**config.mk**
```make
export PLATFORM = sky130hd
export DESIGN_NAME = sfh_flash_front
export DESIGN_NICKNAME = d
export VERILOG_FILES = /design/src/sfh_pkg.sv /design/src/sfh_stream_if.sv /design/src/sfh_fifo.sv /design/src/sfh_flash_front.sv
export VERILOG_INCLUDE_DIRS = /design/src
export SDC_FILE = /design/constraint.sdc
export NUM_CORES = 1
export LEC_CHECK = 0
export BUFFER_PORTS_ARGS = -buffer_cell sky130_fd_sc_hd__buf_4
export CORE_MARGIN = 3
export CORE_UTILIZATION = 45
export DETAILED_ROUTE_END_ITERATION = 10
export SETUP_SLACK_MARGIN = 0.5
export SLEW_MARGIN = 5
export SYNTH_ARGS = -nofsm -noshare
export SYNTH_HDL_FRONTEND = slang
export SYNTH_SLANG_ARGS = --single-unit
export TNS_END_PERCENT = 5
```
**constraint.sdc**
```tcl
create_clock -name sys_clk -period 9.7 [get_ports sys_clk]
set_input_delay 1.94 -clock sys_clk [delete_from_list [all_inputs] [get_ports sys_clk]]
set_output_delay 1.94 -clock sys_clk [all_outputs]
set_load 0.02 [all_outputs]
```
**src/sfh_defs.svh**
```systemverilog
// constants of the serial flash front end: opcodes, sizes, status layout, reset values
// assumes: included by bare name wherever a design file needs one of these values
`ifndef SFH_DEFS_SVH
`define SFH_DEFS_SVH

// ----------------------------------------------------------------
// operation codes shifted in after chip select falls
// ----------------------------------------------------------------
`define SFH_OP_READ 8'h03
`define SFH_OP_DREAD 8'h3B
`define SFH_OP_QREAD 8'h6B
`define SFH_OP_PROG 8'h02
`define SFH_OP_DPROG 8'hA2
`define SFH_OP_QPROG 8'h32
`define SFH_OP_ER4K 8'h20
`define SFH_OP_ER32K 8'h52
`define SFH_OP_ER64K 8'hD8
`define SFH_OP_CHIP 8'hC7
`define SFH_OP_WREN 8'h06
`define SFH_OP_WRDI 8'h04
`define SFH_OP_PROT 8'h36
`define SFH_OP_UNPROT 8'h39
`define SFH_OP_GPROT 8'h7E
`define SFH_OP_GUNPROT 8'h98
`define SFH_OP_LOCK 8'h33
`define SFH_OP_OTPPG 8'h9B
`define SFH_OP_OTPRD 8'h77
`define SFH_OP_SUSP 8'hB0
`define SFH_OP_RESUME 8'hD0
`define SFH_OP_RDSR 8'h05
`define SFH_OP_RDID 8'h9F
`define SFH_OP_WRCFG 8'h3F

// ----------------------------------------------------------------
// operation codes handed to the array
// ----------------------------------------------------------------
`define SFH_ARR_PROG 3'h0
`define SFH_ARR_OTP 3'h1
`define SFH_ARR_ER4K 3'h2
`define SFH_ARR_ER32K 3'h3
`define SFH_ARR_ER64K 3'h4
`define SFH_ARR_CHIP 3'h5

// ----------------------------------------------------------------
// geometry, field lengths and layouts
// ----------------------------------------------------------------
`define SFH_BYTE_BITS 5'h08
`define SFH_ADDR_BITS 5'h18
`define SFH_SEC_LSB 16
`define SFH_SEC_W 6
`define SFH_SECTORS 64
`define SFH_OTP_ABITS 7
`define SFH_QE_BIT 1
`define SFH_ST_BUSY 0
`define SFH_ST_WEL 1
`define SFH_ST_WP 2
`define SFH_ST_QE 3
`define SFH_ST_SUSP 4
`define SFH_ST_FAIL 5

// ----------------------------------------------------------------
// reset values
// ----------------------------------------------------------------
`define SFH_PIN_RST 6'h10
`define SFH_PROT_RST 1'h1
`define SFH_LOCK_RST 1'h0

`endif

```
**src/sfh_pkg.sv**
```systemverilog
// types shared by the serial flash front end modules
// assumes: compiled before every module that names these types
package sfh_pkg;

  typedef enum logic [2:0] {
    ST_IDLE = 3'b000,
    ST_OPC = 3'b001,
    ST_ADDR = 3'b010,
    ST_DIN = 3'b011,
    ST_DOUT = 3'b100,
    ST_SKIP = 3'b101
  } sfh_state_t;

  typedef enum logic [1:0] {
    LANE_1 = 2'b00,
    LANE_2 = 2'b01,
    LANE_4 = 2'b10
  } sfh_lane_t;

  typedef enum logic [2:0] {
    CL_NONE = 3'b000,
    CL_ADDR = 3'b001,
    CL_RD = 3'b010,
    CL_PG = 3'b011,
    CL_STAT = 3'b100,
    CL_CFG = 3'b101
  } sfh_cls_t;

endpackage

```
**src/sfh_stream_if.sv**
```systemverilog
// valid/ready word stream between the front end and its program data buffer
// assumes: both ends on the same clock
`timescale 1ns/100ps
interface sfh_stream_if #(
  parameter int WIDTH = 16
) ();
  logic valid;
  logic ready;
  logic [WIDTH-1:0] data;
  modport src (output valid, output data, input ready);
  modport snk (input valid, input data, output ready);
endinterface

```
**src/sfh_fifo.sv**
```systemverilog
// program data buffer: memory of DEPTH words plus a registered output word
// assumes: one clock, asynchronous active-low reset
`timescale 1ns/100ps
module sfh_fifo #(
  parameter int WIDTH = 16,
  parameter int DEPTH = 32
) (
  // clock and reset
  input wire logic sys_clk,
  input wire logic rst_b,
  // streams
  sfh_stream_if.snk wr,
  sfh_stream_if.src rd
);
  localparam int AW = $clog2(DEPTH);

  if (DEPTH < 2 || (1 << AW) != DEPTH || WIDTH < 1) begin : g_bad_size
    $error("sfh_fifo depth must be a power of two of at least 2");
  end

  logic [WIDTH-1:0] mem [DEPTH];
  logic [AW-1:0] wr_ptr;
  logic [AW-1:0] rd_ptr;
  logic [AW:0] count;
  logic [WIDTH-1:0] out_data;
  logic out_valid;
  logic [AW:0] next_count;

  wire push = wr.valid & wr.ready;
  wire load = (count != '0) & (~out_valid | rd.ready);

  // full only counts the memory; the output word is one extra slot
  assign wr.ready = (count != (AW+1)'(DEPTH));
  assign rd.valid = out_valid;
  assign rd.data = out_data;
  assign next_count = count + (AW+1)'(push) - (AW+1)'(load);

  always_ff @(posedge sys_clk) begin
    if (push) begin
      mem[wr_ptr] <= wr.data;
    end
  end

  always_ff @(posedge sys_clk or negedge rst_b) begin
    if (!rst_b) begin
      wr_ptr <= '0;
      rd_ptr <= '0;
      count <= '0;
    end else begin
      wr_ptr <= wr_ptr + AW'(push);
      rd_ptr <= rd_ptr + AW'(load);
      count <= next_count;
    end
  end

  always_ff @(posedge sys_clk or negedge rst_b) begin
    if (!rst_b) begin
      out_valid <= 1'b0;
      out_data <= '0;
    end else if (load) begin
      out_valid <= 1'b1;
      out_data <= mem[rd_ptr];
    end else if (rd.ready) begin
      out_valid <= 1'b0;
    end
  end
endmodule

```
**src/sfh_flash_front.sv**
```systemverilog
// serial front end of a flash memory: frames, decodes and executes host operations
// assumes: pins are asynchronous to sys_clk, serial clock well below sys_clk / 4,
// array back end answers reads within two cycles and drains program data itself
`timescale 1ns/100ps
`include "sfh_defs.svh"
module sfh_flash_front #(
  parameter int FIFO_WIDTH = 16,
  parameter int FIFO_DEPTH = 32,
  // identification values are arbitrary
  parameter logic [7:0] MFR_ID = 8'h5A,
  parameter logic [7:0] DEV_ID0 = 8'hC3,
  parameter logic [7:0] DEV_ID1 = 8'h01
) (
  // clock and reset
  input wire logic sys_clk,
  input wire logic rst_b,
  // serial pins; io 0 data in, io 1 data out, io 2 write protect
  input wire logic sck,
  input wire logic cs_b,
  input wire logic [3:0] io_in,
  output logic [3:0] io_out,
  output logic [3:0] io_oe,
  output logic standby,
  // array operation port
  output logic arr_op_start,
  output logic [2:0] arr_op,
  output logic [23:0] arr_op_addr,
  output logic [8:0] arr_op_len,
  input wire logic arr_op_done,
  input wire logic arr_op_fail,
  output logic arr_suspend,
  // array read port
  output logic arr_rd_req,
  output logic arr_rd_otp,
  output logic [23:0] arr_rd_addr,
  input wire logic arr_rd_valid,
  input wire logic [7:0] arr_rd_data,
  // program data stream to the array
  output logic arr_wr_valid,
  output logic [FIFO_WIDTH-1:0] arr_wr_data,
  input wire logic arr_wr_ready
);
  if (FIFO_WIDTH < 16 || FIFO_DEPTH < 2) begin : g_bad_param
    $error("sfh_flash_front needs a buffer of at least 16 bits by 2 words");
  end

  // ----------------------------------------------------------------
  // decode helpers
  // ----------------------------------------------------------------
  function automatic sfh_pkg::sfh_cls_t op_class(input logic [7:0] op);
    unique case (op)
      `SFH_OP_READ, `SFH_OP_DREAD, `SFH_OP_QREAD, `SFH_OP_OTPRD: op_class = sfh_pkg::CL_RD;
      `SFH_OP_PROG, `SFH_OP_DPROG, `SFH_OP_QPROG, `SFH_OP_OTPPG: op_class = sfh_pkg::CL_PG;
      `SFH_OP_ER4K, `SFH_OP_ER32K, `SFH_OP_ER64K: op_class = sfh_pkg::CL_ADDR;
      `SFH_OP_PROT, `SFH_OP_UNPROT, `SFH_OP_LOCK: op_class = sfh_pkg::CL_ADDR;
      `SFH_OP_RDSR, `SFH_OP_RDID: op_class = sfh_pkg::CL_STAT;
      `SFH_OP_WRCFG: op_class = sfh_pkg::CL_CFG;
      default: op_class = sfh_pkg::CL_NONE;
    endcase
  endfunction

  function automatic sfh_pkg::sfh_lane_t op_lane(input logic [7:0] op);
    unique case (op)
      `SFH_OP_DREAD, `SFH_OP_DPROG: op_lane = sfh_pkg::LANE_2;
      `SFH_OP_QREAD, `SFH_OP_QPROG: op_lane = sfh_pkg::LANE_4;
      default: op_lane = sfh_pkg::LANE_1;
    endcase
  endfunction

  // ----------------------------------------------------------------
  // pin synchronisers and edge detection
  // ----------------------------------------------------------------
  logic [5:0] pin_s1;
  logic [5:0] pin_s2;
  logic sck_d;
  logic cs_d;

  always_ff @(posedge sys_clk or negedge rst_b) begin
    if (!rst_b) begin
      pin_s1 <= `SFH_PIN_RST;
      pin_s2 <= `SFH_PIN_RST;
      sck_d <= 1'b0;
      cs_d <= 1'b1;
    end else begin
      pin_s1 <= {sck, cs_b, io_in};
      pin_s2 <= pin_s1;
      sck_d <= pin_s2[5];
      cs_d <= pin_s2[4];
    end
  end

  wire sck_s = pin_s2[5];
  wire cs_hi = pin_s2[4];
  wire [3:0] io_s = pin_s2[3:0];
  wire sck_rise = sck_s & ~sck_d & ~cs_hi;
  wire sck_fall = ~sck_s & sck_d & ~cs_hi;
  // a frame opens only on a falling select
  wire cs_fall = ~cs_hi & cs_d;
  wire cs_rise = cs_hi & ~cs_d;

  // ----------------------------------------------------------------
  // frame state
  // ----------------------------------------------------------------
  sfh_pkg::sfh_state_t state;
  sfh_pkg::sfh_state_t next_state;
  sfh_pkg::sfh_lane_t lane;
  logic [7:0] cmd;
  logic [4:0] cnt;
  logic [23:0] sh;
  logic [23:0] addr;
  logic [7:0] din_byte;
  logic [8:0] pg_cnt;
  logic pg_drop;
  logic busy;
  logic susp;
  logic fail;
  logic wel;
  logic qe;
  logic [`SFH_SECTORS-1:0] prot;
  logic [`SFH_SECTORS-1:0] lock;
  logic [7:0] arr_byte;
  logic [7:0] sh_out;
  logic [2:0] ocnt;
  logic [1:0] id_idx;
  logic [7:0] status_byte;
  logic [23:0] next_sh;

  wire sfh_pkg::sfh_cls_t cls = op_class(cmd);
  wire [7:0] op_new = next_sh[7:0];
  wire [4:0] step = (lane == sfh_pkg::LANE_4) ? 5'h04 : (lane == sfh_pkg::LANE_2) ? 5'h02 : 5'h01;
  wire [4:0] cnt_next = cnt + step;

  // command, address and data shift in on the rising edge
  wire rx_edge = sck_rise & (state == sfh_pkg::ST_OPC | state == sfh_pkg::ST_ADDR | state == sfh_pkg::ST_DIN);
  wire phase_end = rx_edge & (cnt_next == ((state == sfh_pkg::ST_ADDR) ? `SFH_ADDR_BITS : `SFH_BYTE_BITS));
  wire opc_end = phase_end & (state == sfh_pkg::ST_OPC);
  wire addr_end = phase_end & (state == sfh_pkg::ST_ADDR);
  wire din_end = phase_end & (state == sfh_pkg::ST_DIN);

  // one, two or four input lanes per rising edge
  // io 2 only carries data in a quad phase, reachable only with quad enable set
  always_comb begin
    unique case (lane)
      sfh_pkg::LANE_2: next_sh = {sh[21:0], io_s[1:0]};
      sfh_pkg::LANE_4: next_sh = {sh[19:0], io_s[3:0]};
      default: next_sh = {sh[22:0], io_s[0]};
    endcase
  end

  // quad operations are refused while io 2 still serves as write protect
  wire quad_bad = (op_lane(op_new) == sfh_pkg::LANE_4) & ~qe;
  wire sfh_pkg::sfh_cls_t new_cls = op_class(op_new);
  wire sfh_pkg::sfh_state_t opc_next = quad_bad ? sfh_pkg::ST_SKIP :
    (new_cls == sfh_pkg::CL_STAT) ? sfh_pkg::ST_DOUT :
    (new_cls == sfh_pkg::CL_CFG) ? sfh_pkg::ST_DIN :
    (new_cls == sfh_pkg::CL_NONE) ? sfh_pkg::ST_SKIP : sfh_pkg::ST_ADDR;
  wire sfh_pkg::sfh_state_t addr_next = (cls == sfh_pkg::CL_RD) ? sfh_pkg::ST_DOUT :
    (cls == sfh_pkg::CL_PG) ? sfh_pkg::ST_DIN : sfh_pkg::ST_SKIP;

  always_comb begin
    next_state = state;
    if (cs_hi) begin
      next_state = sfh_pkg::ST_IDLE;
    end else if (cs_fall) begin
      next_state = sfh_pkg::ST_OPC;
    end else if (opc_end) begin
      next_state = opc_next;
    end else if (addr_end) begin
      next_state = addr_next;
    end else if (din_end && cls == sfh_pkg::CL_CFG) begin
      next_state = sfh_pkg::ST_SKIP;
    end
  end

  always_ff @(posedge sys_clk or negedge rst_b) begin
    if (!rst_b) begin
      state <= sfh_pkg::ST_IDLE;
      cnt <= 5'h00;
      sh <= 24'h000000;
    end else begin
      state <= next_state;
      cnt <= (cs_fall | phase_end) ? 5'h00 : rx_edge ? cnt_next : cnt;
      sh <= rx_edge ? next_sh : sh;
    end
  end

  always_ff @(posedge sys_clk or negedge rst_b) begin
    if (!rst_b) begin
      cmd <= 8'h00;
      lane <= sfh_pkg::LANE_1;
      addr <= 24'h000000;
      din_byte <= 8'h00;
    end else begin
      if (opc_end) cmd <= op_new;
      if (cs_fall) lane <= sfh_pkg::LANE_1;
      else if (addr_end) lane <= op_lane(cmd);
      if (addr_end) addr <= next_sh;
      if (din_end) din_byte <= op_new;
    end
  end

  // ----------------------------------------------------------------
  // write permission and targets
  // ----------------------------------------------------------------
  wire [`SFH_SEC_W-1:0] sec = addr[`SFH_SEC_LSB +: `SFH_SEC_W];
  // protected sectors refuse program and erase
  // locked sectors refuse them for good
  wire sec_ok = ~prot[sec] & ~lock[sec];
  // the security area spans 128 bytes
  wire otp_ok = (addr[23:`SFH_OTP_ABITS] == '0);
  wire tgt_ok = (cmd == `SFH_OP_OTPPG) ? otp_ok : sec_ok;
  wire may_write = wel & ~busy & tgt_ok;
  // write protect low freezes protected sectors; quad enable hands the pin over
  wire wp_hi = qe | io_s[2];

  // ----------------------------------------------------------------
  // program data into the buffer
  // ----------------------------------------------------------------
  sfh_stream_if #(.WIDTH(FIFO_WIDTH)) pg_in ();
  sfh_stream_if #(.WIDTH(FIFO_WIDTH)) pg_out ();

  // at most 256 bytes accepted per operation, further bytes dropped
  wire pg_take = din_end & (cls == sfh_pkg::CL_PG) & may_write & ~pg_cnt[8];
  // low address byte wraps inside the page
  wire [7:0] pg_addr_lo = addr[7:0] + pg_cnt[7:0];

  assign pg_in.valid = pg_take;
  assign pg_in.data = FIFO_WIDTH'({pg_addr_lo, op_new});
  assign arr_wr_valid = pg_out.valid;
  assign arr_wr_data = pg_out.data;
  assign pg_out.ready = arr_wr_ready;

  sfh_fifo #(
    .WIDTH(FIFO_WIDTH),
    .DEPTH(FIFO_DEPTH)
  ) u_fifo (
    .sys_clk(sys_clk),
    .rst_b(rst_b),
    .wr(pg_in),
    .rd(pg_out)
  );

  always_ff @(posedge sys_clk or negedge rst_b) begin
    if (!rst_b) begin
      pg_cnt <= 9'h000;
      pg_drop <= 1'b0;
    end else if (cs_fall) begin
      pg_cnt <= 9'h000;
      pg_drop <= 1'b0;
    end else if (pg_take) begin
      pg_cnt <= pg_cnt + 9'h001;
      // a byte the full buffer could not take marks the operation failed
      pg_drop <= pg_drop | ~pg_in.ready;
    end
  end

  // ----------------------------------------------------------------
  // execution when the frame closes
  // ----------------------------------------------------------------
  wire exec = cs_rise & (state == sfh_pkg::ST_SKIP | (state == sfh_pkg::ST_DIN & cls == sfh_pkg::CL_PG));
  wire is_er = (cmd == `SFH_OP_ER4K) | (cmd == `SFH_OP_ER32K) | (cmd == `SFH_OP_ER64K);
  // block erases per sector target, chip erase needs no sector held
  wire er_go = exec & is_er & may_write;
  wire chip_go = exec & (cmd == `SFH_OP_CHIP) & wel & ~busy & ~|prot & ~|lock;
  wire pg_go = exec & (cls == sfh_pkg::CL_PG) & may_write & (pg_cnt != 9'h000);
  wire op_go = er_go | chip_go | pg_go;
  wire [2:0] op_code = pg_go ? ((cmd == `SFH_OP_OTPPG) ? `SFH_ARR_OTP : `SFH_ARR_PROG) :
    chip_go ? `SFH_ARR_CHIP : (cmd == `SFH_OP_ER4K) ? `SFH_ARR_ER4K :
    (cmd == `SFH_OP_ER32K) ? `SFH_ARR_ER32K : `SFH_ARR_ER64K;
  wire keep_wel = (cmd == `SFH_OP_SUSP) | (cmd == `SFH_OP_RESUME);

  always_ff @(posedge sys_clk or negedge rst_b) begin
    if (!rst_b) begin
      arr_op_start <= 1'b0;
      arr_op <= `SFH_ARR_PROG;
      arr_op_addr <= 24'h000000;
      arr_op_len <= 9'h000;
    end else begin
      arr_op_start <= op_go;
      if (op_go) begin
        arr_op <= op_code;
        arr_op_addr <= addr;
        arr_op_len <= pg_cnt;
      end
    end
  end

  always_ff @(posedge sys_clk or negedge rst_b) begin
    if (!rst_b) begin
      busy <= 1'b0;
      susp <= 1'b0;
      fail <= 1'b0;
      wel <= 1'b0;
      qe <= 1'b0;
    end else begin
      busy <= op_go | (busy & ~arr_op_done);
      // suspend only a running operation, resume only a suspended one
      if (arr_op_done) susp <= 1'b0;
      else if (exec && cmd == `SFH_OP_SUSP && busy) susp <= 1'b1;
      else if (exec && cmd == `SFH_OP_RESUME) susp <= 1'b0;
      // failure set by the array result or at a start with dropped program data, cleared by any other start
      if (arr_op_done && arr_op_fail) fail <= 1'b1;
      else if (op_go) fail <= pg_go & pg_drop;
      if (exec) wel <= (cmd == `SFH_OP_WREN) | (wel & keep_wel);
      if (exec && cmd == `SFH_OP_WRCFG && wel) qe <= din_byte[`SFH_QE_BIT];
    end
  end

  // the array sees the suspended state as a level
  assign arr_suspend = susp;

  // one protection and one lockdown bit for each sector
  for (genvar i = 0; i < `SFH_SECTORS; i++) begin : g_sector
    wire hit = (sec == `SFH_SEC_W'(i));
    wire wr_ok = exec & wel;
    wire set_p = wr_ok & (((cmd == `SFH_OP_PROT) & hit) | (cmd == `SFH_OP_GPROT));
    // unprotect refused while write protect is low
    wire clr_p = wr_ok & wp_hi & (((cmd == `SFH_OP_UNPROT) & hit) | (cmd == `SFH_OP_GUNPROT));
    wire set_l = wr_ok & (cmd == `SFH_OP_LOCK) & hit;
    always_ff @(posedge sys_clk or negedge rst_b) begin
      if (!rst_b) begin
        prot[i] <= `SFH_PROT_RST;
        lock[i] <= `SFH_LOCK_RST;
      end else begin
        prot[i] <= set_p | (prot[i] & ~clr_p);
        lock[i] <= set_l | lock[i];
      end
    end
  end

  // ----------------------------------------------------------------
  // output path
  // ----------------------------------------------------------------
  // output bits change on the falling edge
  wire tx_edge = sck_fall & (state == sfh_pkg::ST_DOUT);
  wire load_byte = tx_edge & (ocnt == 3'h0);
  wire rd_go = addr_end & (cls == sfh_pkg::CL_RD);
  wire [7:0] id_byte = (id_idx == 2'h0) ? MFR_ID : (id_idx == 2'h1) ? DEV_ID0 : DEV_ID1;

  always_comb begin
    status_byte = 8'h00;
    status_byte[`SFH_ST_BUSY] = busy;
    status_byte[`SFH_ST_WEL] = wel;
    status_byte[`SFH_ST_WP] = wp_hi;
    status_byte[`SFH_ST_QE] = qe;
    status_byte[`SFH_ST_SUSP] = susp;
    status_byte[`SFH_ST_FAIL] = fail;
  end

  wire [7:0] src_byte = (cls == sfh_pkg::CL_RD) ? arr_byte : (cmd == `SFH_OP_RDID) ? id_byte : status_byte;
  wire [7:0] out_cur = (ocnt == 3'h0) ? src_byte : sh_out;
  // one, two or four output lanes, most significant bit first
  wire [3:0] out_bits = (lane == sfh_pkg::LANE_4) ? out_cur[7:4] :
    (lane == sfh_pkg::LANE_2) ? {2'b00, out_cur[7:6]} : {2'b00, out_cur[7], 1'b0};
  wire [3:0] out_en = (lane == sfh_pkg::LANE_4) ? 4'hF : (lane == sfh_pkg::LANE_2) ? 4'h3 : 4'h2;

  always_ff @(posedge sys_clk or negedge rst_b) begin
    if (!rst_b) begin
      arr_rd_req <= 1'b0;
      arr_rd_otp <= 1'b0;
      arr_rd_addr <= 24'h000000;
      arr_byte <= 8'h00;
    end else begin
      // next byte is fetched while the current one shifts out
      arr_rd_req <= rd_go | (load_byte & cls == sfh_pkg::CL_RD);
      if (rd_go) arr_rd_otp <= (cmd == `SFH_OP_OTPRD);
      if (rd_go) arr_rd_addr <= next_sh;
      else if (load_byte && cls == sfh_pkg::CL_RD) arr_rd_addr <= arr_rd_addr + 24'h000001;
      if (arr_rd_valid) arr_byte <= arr_rd_data;
    end
  end

  always_ff @(posedge sys_clk or negedge rst_b) begin
    if (!rst_b) begin
      sh_out <= 8'h00;
      ocnt <= 3'h0;
      id_idx <= 2'h0;
    end else if (cs_fall) begin
      ocnt <= 3'h0;
      id_idx <= 2'h0;
    end else if (tx_edge) begin
      sh_out <= 8'(out_cur << step);
      ocnt <= 3'(ocnt + step);
      if (load_byte) id_idx <= (id_idx == 2'h2) ? 2'h0 : id_idx + 2'h1;
    end
  end

  always_ff @(posedge sys_clk or negedge rst_b) begin
    if (!rst_b) begin
      io_out <= 4'h0;
      io_oe <= 4'h0;
      standby <= 1'b0;
    end else begin
      // outputs released as soon as the device is deselected
      if (cs_hi) begin
        io_oe <= 4'h0;
        io_out <= 4'h0;
      end else if (tx_edge) begin
        io_oe <= out_en;
        io_out <= out_bits;
      end
      // but not before the self-timed operation ends
      // busy only rises with the start, so the start itself must also hold standby off
      standby <= cs_hi & ~busy & ~op_go;
    end
  end
endmodule

```
# Word-level counts from Yosys, hierarchy flattened
# Memory sizes are Yosys's and may differ from the RTL's. A register that Yosys moved wholly into a read port is not among the register bits.
# Cells that the tools add are included.
# Widths: inputs -> output; s select.
# classes
addsub	10
n_lt_le_gt_ge	1
n_eq_ne	120
shift	1
mux	67
bitwise	777
reduce_logical	45
# op_table
operator	n
$and 1x1->1	428
$or 1x1->1	271
$eq 6x6->1 const B	32
$reduce_or 64->1	2
$eq 8x6->1 const B	14
$eq 6x5->1 const B	16
$eq 8x8->1 const B	12
$not 1->1	78
$eq 8x7->1 const B	7
$mux 3	18
$eq 6x4->1 const B	8
$mux 24	2
$pmux 24 s2	1
$mux 8	5
$eq 8x2->1 const B	4
$pmux 3 s5	2
$add 24x1->24 const B	1
$eq 6x3->1 const B	4
$eq 8x3->1 const B	3
$mux 4	6
$mux 9	2
$reduce_bool 2->1	9
$logic_not 17->1	1
$mux 1	17
36 further kinds	78
# totals
register_bits	334
ramBits	512
in_bits	20
output_inout_bits	90
elab_cells	1186
n_memories	1
# memory_table
name	depth	word_bits	rd	rd_ports_with_merged_regs	wr	line_no	rtl
u_fifo.mem	32	16	1	1	1	sfh_fifo.sv:21	logic [WIDTH-1:0] mem [DEPTH];

# Logic depth before layout (Yosys ltp)
# Gate-level depths: netlist of the first run.
# depth
word_depth	16
ltp_mapped	18

# Cells and area by module
# A second synthesis of the first run with hierarchy kept.
# unflattened
cells_unflattened	2845
hier_area_um2	38051.5
# modules_own_cells
mod	instances	cells_each	area_per_inst_um2	seq_area_each_um2
sfh_fifo	1	1047	21144.0	16200.5
sfh_flash_front	1	1798	16907.5	7966.4

# Worst setup path after synthesis of the first run
# OpenSTA, ideal clock, no wires.
# synth_timing
path_kind	register to register
start	register lane[0]
end	memory u_fifo.mem[10][0], enable pin
arrival_ns	3.990
t_required_ns	9.291
slack_ns	5.301
stages_incl_launch_ff	12
path_cell_list	dfrtp_1 > inv_1 > ha_1 > ha_1 > fa_1 > xnor2_1 > nand4b_1 > nor3_1 > and3_1 > nand3_1 > clkbuf_1 > nor3_1
# synth_between
elab_chain_cells	13
word_cells_on_any_way	14
classes_between	add/sub (1); eq/ne (3); mux (4); bitwise (6)
# synth_lines
element	line_no	rtl
start: declaration	sfh_flash_front.sv:106	sfh_pkg::sfh_lane_t lane;
start signal: assignment	sfh_flash_front.sv:190	lane <= sfh_pkg::LANE_1;
start signal: assignment	sfh_flash_front.sv:195	if (cs_fall) lane <= sfh_pkg::LANE_1;
start signal: assignment	sfh_flash_front.sv:196	else if (addr_end) lane <= op_lane(cmd);
$eq 2x1->1	sfh_flash_front.sv:130	wire [4:0] step = (lane == sfh_pkg::LANE_4) ? 5'h04 : (lane == sfh_pkg::LANE_2) ? 5'h02 : 5'h01;
$mux 2	sfh_flash_front.sv:130	
$mux 3 (*)	sfh_flash_front.sv:130	
$add 5x3->5 (*)	sfh_flash_front.sv:131	wire [4:0] cnt_next = cnt + step;
$eq 5x5->1 (*)	sfh_flash_front.sv:135	wire phase_end = rx_edge & (cnt_next == ((state == sfh_pkg::ST_ADDR) ? `SFH_ADDR_BITS : `SFH_BYTE_BITS));
$and 1x1->1 (*)	sfh_flash_front.sv:135	
$and 1x1->1 (*)	sfh_flash_front.sv:138	wire din_end = phase_end & (state == sfh_pkg::ST_DIN);
$and 1x1->1 (*) (3 in a row)	sfh_flash_front.sv:223	wire pg_take = din_end & (cls == sfh_pkg::CL_PG) & may_write & ~pg_cnt[8];
$and 1x1->1 (*)	sfh_fifo.sv:29	wire push = wr.valid & wr.ready;
$mux 1 (*)	sfh_fifo.sv:39	if (push) begin
$mux 1 (implied by the code) (*)	sfh_fifo.sv:40	mem[wr_ptr] <= wr.data;
end: declaration	sfh_fifo.sv:21	
# Mark *: on every way between the ends. The rest lies on a longest branch, timed or not.

# Final worst setup path of the first run
# layout_timing
start	register lane[1]
end	memory u_fifo.mem[31][5], enable pin
# The elaborated chain is that of the path after synthesis.

==> impl_metrics.py, run 1 <==
metrics = {
    "status": {
        "status": "complete, no violations",
    },
    "clock_network": {
        "cts-resized-gates": 0,
        "cts_num_sinks": 860,
        "cts_buffers": 90,
        "clock_tree.root_cell": "clkbuf_16",
        "cts_setup_buffers": 0,
        "h-tree-depth": 3,
        "clk_path_buf_depth": 3,
        "worstSkewPairLatency_ns": 0.66,
        "cts.reportedPaths.clkPinSlew_ns": 0.06,
        "holdBufCountCts": 0,
        "cts_tree": "built",
    },
    "setup_path": {
        "path_cells": "inv_1 -> ha_1 -> ha_1 -> a21o_1 -> a21oi_1 -> xor2_1 -> nor3_1 -> and3_1 -> nand3_2 -> buf_4 -> nor3_2",
        "critPathArrivalTime_ns": 5.18,
        "worstSetupEndpointType": "register",
        "r2r-end": "u_fifo.mem[31][5]",
        "critPathTopFamily": "simple AND/OR/NAND/NOR gates",
        "worst_path_max_delay_cell": "nor3_2",
        "required_ns": 9.96,
        "critPathBufInv": 2,
        "cpMostUsedCell": "ha_1",
        "critPathLaunchType": "register",
        "critPathMaxStageDelay_ns": 1.08,
        "worstPathMaxFanout": 33,
        "rr_startpoint": "lane[1]",
        "rrSetupSlack_ns": 4.78,
        "path_class": "reg2reg",
        "reg2regPathDepth": 11,
    },
    "global_routing": {
        "grt_use_total_pct": 23.2,
        "first_global_vias": 24600,
        "grt_max_degree": 115,
        "antenna_found_initial": 4,
        "grt_pass1_wl_mm": 154,
        "grt_overflow": 0,
    },
    "power_and_ir_drop": {
        "ir_drop_mv": 0.228,
        "total_power_mw": 9.30,
        "power.density_nw_per_um2": 215,
        "leakage_nw": 16.1,
    },
    "synthesis": {
        "synth_area_leader_cell": "edfxtp_1",
        "ys_async_sr_fraction_pct": 40.5,
        "ys_ff_latch": 860,
        "synth-edff-count": 512,
        "yosysWarnings": 0,
        "syn_area_um2": 37800,
        "synth_ff_type": "edfxtp_1",
        "syn-num-nets": 2788,
        "avgSynthCellArea_um2": 13.8,
        "synth_seq_area_share_pct": 64.0,
        "synth.top_cell.area_share_pct": 40.7,
        "synth.distinct_cells": 92,
        "synth.area.top_cells": "edfxtp_1 (41%), dfrtp_1 (19%), mux4_2 (9.7%), dfstp_2 (4.7%), a21oi_1 (2.8%)",
        "synthCells": 2734,
    },
    "placement": {
        "dp_hpwl_mm": 63.0,
        "gp_congestion": 0.877,
        "port_buffers": 109,
    },
    "timing": {
        "skew_ns": 0.0501,
        "final-hold-violation-count": 0,
        "worst_slew_pin_slew_ns": 1.26,
        "whs_ns": 0.315,
        "rsz0062_at_grt": "false",
        "slew_viol_final": 0,
        "max_freq_ghz": 0.203,
        "slew_headroom_pct": 15.5,
        "post-route-period-util_pct": 50.7,
        "setup_viol_count_final": 0,
        "min_period_ns": 4.92,
        "fin_tns_setup_ns": 0,
    },
    "flow_run": {
        "cap_violations": 0,
    },
    "route": {
        "ant_nets": 0,
        "via_count": 24600,
        "drc_errors": 0,
        "via_per_inst": 6.23,
        "firstDrtPassIters": 6,
        "drt-initial-drc-count": 2681,
        "finalWirelength_mm": 101,
        "wl_per_cell_um": 25.5,
    },
    "floorplan": {
        "row_count": 105,
        "initial_core_util_pct": 45.7,
        "core_um2": 82600,
        "die_y_um": 296,
        "io_pins": 110,
        "dieArea_um2": 87400,
        "die_w_um": 296,
    },
    "final_layout": {
        "layout_common_cells": "edfxtp_1 (512), dfrtp_1 (278), a21oi_1 (208)",
        "final_common_cell": "edfxtp_1",
        "drive_gt1_share_pct": 22.0,
        "final_net_count": 2864,
        "syn2layout_area_growth_pct": 14.4,
    },
    "min_path": {
        "min-delay-start": "pin_s1[0]",
        "holdCritPathClass": "reg2reg",
        "min_path_cells": 0,
        "min_to": "pin_s2[0]",
    },
}
flip-flops by register name, indices dropped and copies added, names as in the netlist, 8 cells and up:
name and count:
sh 23, sh_out 8, arr_op_len 9, arr_rd_addr 24
cmd 8, u_fifo.mem 512, arr_byte 8, u_fifo.rd.data 16
prot 64, pg_cnt 9, lock 64, addr 24
arr_op_addr 24
cell usage after synthesis (10+ instances only):
master / number
dfstp_2: 67
o22ai_1: 13
a221o_1: 18
a31oi_1: 15
a2111oi_0: 11
nand3_1: 38
a211oi_1: 13
nor2_1: 205
nand3b_1: 14
o21ai_1: 66
mux2_1: 33
mux4_2: 162
nand4_1: 28
xnor2_1: 16
buf_2: 19
edfxtp_1: 512
mux2i_1: 22
a21oi_1: 209
a21o_1: 70
nor2b_1: 12
buf_1: 26
nand2_1: 146
nand2b_1: 16
inv_1: 40
xor2_1: 12
or4_1: 10
dfrtp_1: 281
o21ai_0: 172
ha_1: 30
nor3_1: 65
clkbuf_1: 131
nor4_1: 50
mux2_2: 16
or3_1: 12
layout make-up:
type,count,area [um^2]
antenna,1,2.50
clock buffer,112,2410
clock inverter,57,776
fill,6792,39500
inverter,41,154
multi-input combinational,1647,13000
sequential,860,24200
tap,1070,1340
timing repair buffer,170,1300
per-stage QoR:
step	util, %	instances	instance area, um^2	worst slack (ns)
6_report	52.2	3958	43200	4.78
5_1_grt	52.2	3957	43200	4.41
4_1_cts	52.2	3957	43200	4.74
3_5_place_dp	48.4	3788	40000	4.76
3_3_place_gp	48.4	3788	40000	4.89
2_1_floorplan	-	2734	37800	5.30
power breakdown:
part | switching [mW] | total [mW] | internal [mW]
sequential | 0.170 | 4.19 | 4.02
combinational | 0.809 | 1.44 | 0.630
clock | 1.50 | 3.66 | 2.17
total | 2.47 | 9.30 | 6.82
logic make-up after synthesis:
| kind of cell | count (synthesis) | synth area share, % |
|---|---|---|
| AO/OA/AOI/OAI | 681 | 10.9 |
| XOR/XNOR | 28 | 0.650 |
| adder cells (fa/ha/maj) | 34 | 1.21 |
| flip-flops | 860 | 64.0 |
| buffers and inverters | 227 | 2.49 |
| multiplexers | 233 | 11.7 |
| AND/OR/NAND/NOR | 671 | 9.01 |
per-layer routing:
metal	track usage [%]	part of all wire, %
met1	33.6	43
met2	36.4	47
met3	3.56	6.5
met4	6.95	2.9
met5	0	0
how the worst max path moves through the flow:
stage / start / to / slack [ns] / cells after the start
finish: lane[1] / u_fifo.mem[31][5] / 4.78 / 11
global route: lane[1] / u_fifo.mem[31][2] / 4.41 / 11
CTS: lane[1] / u_fifo.mem[30][4] / 4.74 / 11
detailed placement: lane[1] / u_fifo.mem[30][14] / 4.76 / 11
global placement: lane[1] / u_fifo.mem[30][13] / 4.89 / 11
floorplan: lane[0] / u_fifo.mem[10][0] / 5.30 / 11
Note: power is estimated with default switching activity, not from simulation.
==> run 2, diff against run 1 <==
==> constraint.sdc (replaced) <==
create_clock -name sys_clk -period 5.1 [get_ports sys_clk]
set_input_delay 1.02 -clock sys_clk [delete_from_list [all_inputs] [get_ports sys_clk]]
set_output_delay 1.02 -clock sys_clk [all_outputs]
set_load 0.02 [all_outputs]
==> run 2 against run 1 <==
Against the previous run: register-to-register slack lost 4.1 ns; utilization grew 0.18 points; clock power rose by 77%.
==> impl_metrics.py, run 2 (synthesis results as in run 1) <==
metrics = {
    "clock_network": {
        "cts.reportedPaths.clkPinSlew_ns": 0.07,
        "worstSkewPairLatency_ns": 0.66,
        "cts_tree": "built",
        "clock_tree.root_cell": "clkbuf_16",
        "h-tree-depth": 3,
        "clk_path_buf_depth": 3,
        "cts_num_sinks": 860,
        "cts_buffers": 89,
    },
    "route": {
        "via_count": 24500,
        "drt-initial-drc-count": 2336,
        "via_per_inst": 6.13,
        "firstDrtPassIters": 6,
        "drc_errors": 0,
        "wl_per_cell_um": 25.3,
        "ant_nets": 0,
        "finalWirelength_mm": 101,
    },
    "setup_path": {
        "critPathLaunchType": "register",
        "required_ns": 5.44,
        "path_class": "reg2reg",
        "critPathArrivalTime_ns": 4.80,
        "worstSetupEndpointType": "register",
        "worstPathMaxFanout": 23,
    },
    "final_layout": {
        "largestRegisters": "u_fifo.mem: 512 flops, lock: 64 flops, prot: 64 flops",
        "largest_reg_flops": 512,
        "top_register": "u_fifo.mem",
        "syn2layout_area_growth_pct": 14.7,
        "layout_common_cells": "edfxtp_1 (512), dfrtp_1 (278), a21oi_1 (208), buf_4 (208), nor2_1 (202)",
        "final_net_count": 2908,
        "final_common_cell": "edfxtp_1",
        "final_util_pct": 52.4,
        "drive_gt1_share_pct": 22.9,
    },
    "global_routing": {
        "grt_overflow": 0,
        "grt_use_total_pct": 23.4,
        "first_global_vias": 24700,
        "grt_pass1_wl_mm": 156,
        "antenna_found_initial": 4,
        "grt_max_degree": 123,
    },
    "floorplan": {
        "core_um2": 82600,
        "die_y_um": 296,
        "dieArea_um2": 87400,
        "die_w_um": 296,
        "initial_core_util_pct": 45.7,
        "row_count": 105,
        "io_pins": 110,
    },
    "timing": {
        "max_freq_ghz": 0.224,
        "min_period_ns": 4.47,
        "final-hold-violation-count": 0,
        "slew_viol_final": 0,
        "skew_ns": 0.0253,
        "post-route-period-util_pct": 87.6,
        "setup_viol_count_final": 0,
        "fin_tns_setup_ns": 0,
        "rsz0062_at_grt": "true",
        "slew_headroom_pct": 17.0,
        "worst_slew_pin_slew_ns": 1.24,
    },
    "placement": {
        "dp_hpwl_mm": 67.5,
        "port_buffers": 109,
        "gp_congestion": 0.910,
    },
    "power_and_ir_drop": {
        "leakage_nw": 16.6,
        "total_power_mw": 17.2,
        "power.density_nw_per_um2": 396,
        "ir_drop_mv": 0.310,
    },
    "min_path": {
        "holdCritPathClass": "reg2reg",
    },
    "status": {
        "status": "complete, no violations",
    },
    "flow_run": {
        "cap_violations": 0,
    },
}
run 2: stage by stage:
step	setup WS (ns)	std cells	cell area, um^2	hold slack (ns)
5_1_grt	0.387	4000	43300	0.358
2_1_floorplan	0.701	2734	37800	0.331
3_5_place_dp	0.705	3833	40400	0.336
4_1_cts	0.707	4000	43300	0.348
6_report	0.634	4001	43300	0.347
3_3_place_gp	0.816	3833	40400	0.334
run 2: worst paths after layout:
path / start / endpoint / slack (ns) / cells after the start
setup / recovery: addr[17] / u_fifo.mem[15][14] / 0.63 / 9
min in group asynchronous: rst_b / io_oe[0] / 0.43 / 1
hold / removal: pin_s1[3] / pin_s2[3] / 0.35 / 0
max in group asynchronous: rst_b / arr_rd_addr[18] / 3.28 / 2
setup reg to reg: addr[17] / u_fifo.mem[15][14] / 0.63 / 9
hold reg to reg: pin_s1[3] / pin_s2[3] / 0.35 / 0
run 2: per-layer routing:
layer  vias up  global-route usage [%]  share of wire [%]
met3       181                    3.47                5.4
li1      10800                       -                  -
met2       845                    38.1                 48
met4         2                    6.42                2.8
met5         -                       0              0.019
met1     12700                    33.3                 43
run 2: final cells by class:
class / count / area (um^2)
Fill cell: 6789 / 39300
Clock buffer: 125 / 2510
Multi-Input combinational cell: 1647 / 13000
Antenna cell: 1 / 2.50
Inverter: 41 / 154
Timing Repair Buffer: 215 / 1700
Clock inverter: 42 / 435
Tap cell: 1070 / 1340
Sequential cell: 860 / 24200
run 2: critical path, cell delays in order (launching register included):
cell      delay [ns]
dfrtp_1         0.83
nor4bb_1        0.54
nor4_1          0.09
a211oi_1        0.34
nand4_1         0.15
nor3_2          0.34
a21o_1          0.37
nand3_2         0.47
nor3_2          0.68
buf_4           0.31
run 2: what timing repair did:
item | 4_1_cts | 5_1_grt
endpoints found under the hold margin | 0 | 0
resized for setup | 0 | 1
buffers inserted | 0 | 0
hold buffers | 0 | 0
setup endpoints to repair | 0 | 62
run 2: power breakdown:
group / total [mW] / switching (mW) / leakage [nW] / internal [mW]
Clock: 6.48 / 2.75 / 1.44 / 3.73
Combinational: 2.66 / 1.43 / 5.61 / 1.22
Sequential: 8.03 / 0.378 / 9.52 / 7.65
Total: 17.2 / 4.56 / 16.6 / 12.6
==> run 3, diff against run 2 <==
--- a/config.mk
+++ b/config.mk
@@ -14,5 +14,6 @@
 export SLEW_MARGIN = 5
 export SYNTH_ARGS = -nofsm -noshare
 export SYNTH_HDL_FRONTEND = slang
+export SYNTH_HIERARCHICAL = 1
 export SYNTH_SLANG_ARGS = --single-unit
 export TNS_END_PERCENT = 5
==> run 3 against run 2 <==
Against the previous run: highest routed layer is now met4; synthesized cell count is 4.1% higher; sequential power fell by 2%; cell count rose by 4.4%; first-iteration DRC count rose by 3.4%; via count increased by 2.0%.
==> impl_metrics.py, run 3 <==
metrics = {
    "final_layout": {
        "largestRegisters": "u_fifo/mem: 512 flops, lock: 64 flops, prot: 64 flops",
        "drive_gt1_share_pct": 20.4,
        "final_net_count": 3020,
        "nFillCells": 7040,
        "final_common_cell": "edfxtp_1",
        "largest_reg_flops": 512,
        "syn2layout_area_growth_pct": 13.9,
        "seq_area_um2": 24200,
        "multi_input_area_um2": 12800,
        "layout_common_cells": "edfxtp_1 (512), dfrtp_1 (278), o21ai_0 (262)",
        "top_register": "u_fifo/mem",
    },
    "placement": {
        "dp_hpwl_mm": 67.4,
        "port_buffers": 109,
        "gp_congestion": 0.931,
    },
    "synthesis": {
        "synth-edff-count": 512,
        "synth_top_family_by_area": "compound AO/OA/AOI/OAI gates",
        "synth_ff_type": "edfxtp_1",
        "ys_async_sr_fraction_pct": 40.5,
        "synth.area.top_cells": "edfxtp_1 (40%), dfrtp_1 (18%), mux4_2 (4.9%), dfstp_2 (4.6%), o21ai_0 (3.4%)",
        "synth_mux_area_share_pct": 9.50,
        "synth_simple_gate_area_share_pct": 8.87,
        "synth_fa_ha_area_share_pct": 1.20,
        "syn-num-nets": 2899,
        "synth_commonest_cells": "edfxtp_1 (512), dfrtp_1 (281), o21ai_0 (262), nor2_1 (226), nand2_1 (197)",
        "synth_seq_area_share_pct": 63.5,
        "synth_area_leader_cell": "edfxtp_1",
        "synth_compound_area_share_pct": 13.1,
        "synth.distinct_cells": 103,
        "ys_ff_latch": 860,
        "synthXorXnorAreaFrac_pct": 0.760,
        "synth.top_cell.area_share_pct": 40.4,
        "yosysMostFrequentCell": "edfxtp_1",
        "avgSynthCellArea_um2": 13.4,
        "yosysWarnings": 6,
        "syn_area_um2": 38100,
        "synthCells": 2845,
    },
    "route": {
        "via_per_inst": 5.99,
        "drt-initial-drc-count": 2416,
        "ant_nets": 0,
        "wl_per_cell_um": 25.0,
        "via_count": 25000,
        "finalWirelength_mm": 104,
        "firstDrtPassIters": 5,
        "drc_errors": 0,
    },
    "clock_network": {
        "cts_tree": "built",
        "cts.reportedPaths.clkPinSlew_ns": 0.06,
        "cts_num_sinks": 860,
        "cts_buffers": 92,
        "clk_path_buf_depth": 3,
        "clock_tree.root_cell": "clkbuf_16",
        "worstSkewPairLatency_ns": 0.66,
        "h-tree-depth": 3,
    },
    "power_and_ir_drop": {
        "leakage_nw": 15.5,
        "total_power_mw": 17.6,
        "power.density_nw_per_um2": 406,
        "ir_drop_mv": 0.272,
    },
    "timing": {
        "skew_ns": 0.0293,
        "min_period_ns": 4.37,
        "post-route-period-util_pct": 85.7,
        "fin_tns_setup_ns": 0,
        "slew_headroom_pct": 20.5,
        "slew_viol_final": 0,
        "rsz0062_at_grt": "false",
        "setup_viol_count_final": 0,
        "worst_slew_pin_slew_ns": 1.19,
        "max_freq_ghz": 0.229,
        "final-hold-violation-count": 0,
    },
    "global_routing": {
        "grt_use_total_pct": 23.3,
        "grt_pass1_wl_mm": 158,
        "first_global_vias": 25100,
        "grt_max_degree": 109,
        "antenna_found_initial": 0,
        "grt_overflow": 0,
    },
    "min_path": {
        "min_to": "pin_s2[0]",
        "min-delay-start": "pin_s1[0]",
        "min_path_cells": 0,
        "holdCritPathClass": "reg2reg",
    },
    "setup_path": {
        "path_class": "reg2reg",
        "rrSetupSlack_ns": 0.73,
        "path_cells": "inv_1 -> ha_1 -> ha_1 -> inv_1 -> fa_2 -> nand2b_1 -> nor4b_4 -> nand4_1 -> or3_4 -> nor2_1 -> and2_4 -> inv_1 -> ha_1 -> inv_1 -> ha_1 -> a21o_1 -> a21o_1 -> a21o_1 -> a311oi_1",
        "reg2regPathDepth": 19,
        "critPathLaunchType": "register",
        "worstSetupEndpointType": "register",
        "r2r-end": "u_fifo/count[5]",
        "required_ns": 5.65,
        "critPathArrivalTime_ns": 4.93,
        "worst_path_max_delay_cell": "fa_2",
        "worstPathMaxFanout": 5,
        "rr_startpoint": "lane[0]",
        "critPathMaxStageDelay_ns": 0.54,
    },
    "floorplan": {
        "core_um2": 83700,
        "row_count": 106,
        "die_w_um": 297,
        "die_y_um": 297,
        "initial_core_util_pct": 45.5,
        "dieArea_um2": 88100,
        "io_pins": 110,
    },
    "flow_run": {
        "cap_violations": 0,
    },
    "status": {
        "status": "complete, no violations",
    },
}
## run 3: cell types whose count changed after synthesis, sizes merged, moves of 30 or more
cell / change
mux4: -79
a21oi: -128
mux2i: +80
a21o: -61
o22ai: +41
nand2: +51
a22o: +64
a211oi: +30
o21bai: +64
## run 3: kinds of logic (layout without fill, tap and decap cells)
logic type / Yosys count / after routing
AOI/OAI and AO/OA: 742 / 742
xor gates and xnor gates: 33 / 33
adders and majority gates: 34 / 34
buffers and inverters: 235 / 433
DFF: 860 / 860
muxes: 249 / 249
other: 0 / 2
and+or+nand+nor: 692 / 692
## run 3: report_power, final
group          switching, mW  internal [mW]
Sequential             0.287           7.57
Combinational           1.82           1.18
Clock                   2.83           3.93
## run 3: routing by layer
| metal | GRT usage [%] | up-vias | routed length [um] |
|---|---|---|---|
| met1 | 32.7 | 12800 | 44500 |
| met5 | 0 | - | 0 |
| li1 | - | 11100 | - |
| met4 | 7.40 | 0 | 3170 |
| met3 | 2.77 | 178 | 6330 |
| met2 | 38.2 | 925 | 50300 |
## run 3: worst max-delay path by stage
stage               slack [ns]            endpoint    start  cells after the start
detailed placement        0.36  u_fifo/mem[30][12]  lane[0]                     14
CTS                       0.41     u_fifo/count[5]  lane[0]                     19
global route              0.51     u_fifo/count[4]  lane[0]                     20
finish                    0.73     u_fifo/count[5]  lane[0]                     19
floorplan                 0.47   u_fifo/mem[28][0]  lane[1]                     18
global placement          0.58     u_fifo/count[4]  lane[0]                     20
## run 3: per-stage QoR
stage,hold slack [ns],utilization [%],setup WS (ns),cell area (um^2),instances
CTS,0.349,51.7,0.415,43300,4173
floorplan,0.331,-,0.474,38100,2845
detailed placement,0.336,48.0,0.364,40200,3999
finish,0.348,51.8,0.728,43400,4179
global placement,0.336,48.0,0.583,40200,3999
global route,0.356,51.8,0.505,43300,4177
## run 3: layout make-up
| class | count | share of cell area (%) |
|---|---|---|
| Antenna cell | 2 | 0.0115 |
| Clock buffer | 119 | 5.71 |
| Clock inverter | 52 | 1.45 |
| Inverter | 51 | 0.442 |
| Multi-Input combinational cell | 1750 | 29.6 |
| Sequential cell | 860 | 55.8 |
| Tap cell | 1134 | 3.27 |
| Timing Repair Buffer | 211 | 3.79 |
## run 3: timing repair
action,4_1_cts,5_1_grt
buffers inserted,3,4
cloned,0,0
endpoints found under the setup margin,56,435
hold buffers,0,0
pin swaps,1,3
gates resized for setup,0,5
## run 3: critical path: cells and delay by family (launching register included)
family / cells / cell delay [ns]
simple gates: 6 / 1.31
fa+ha+maj: 5 / 1.45
compound gates: 4 / 0.85
flops: 1 / 0.40
buf+inv: 4 / 0.30
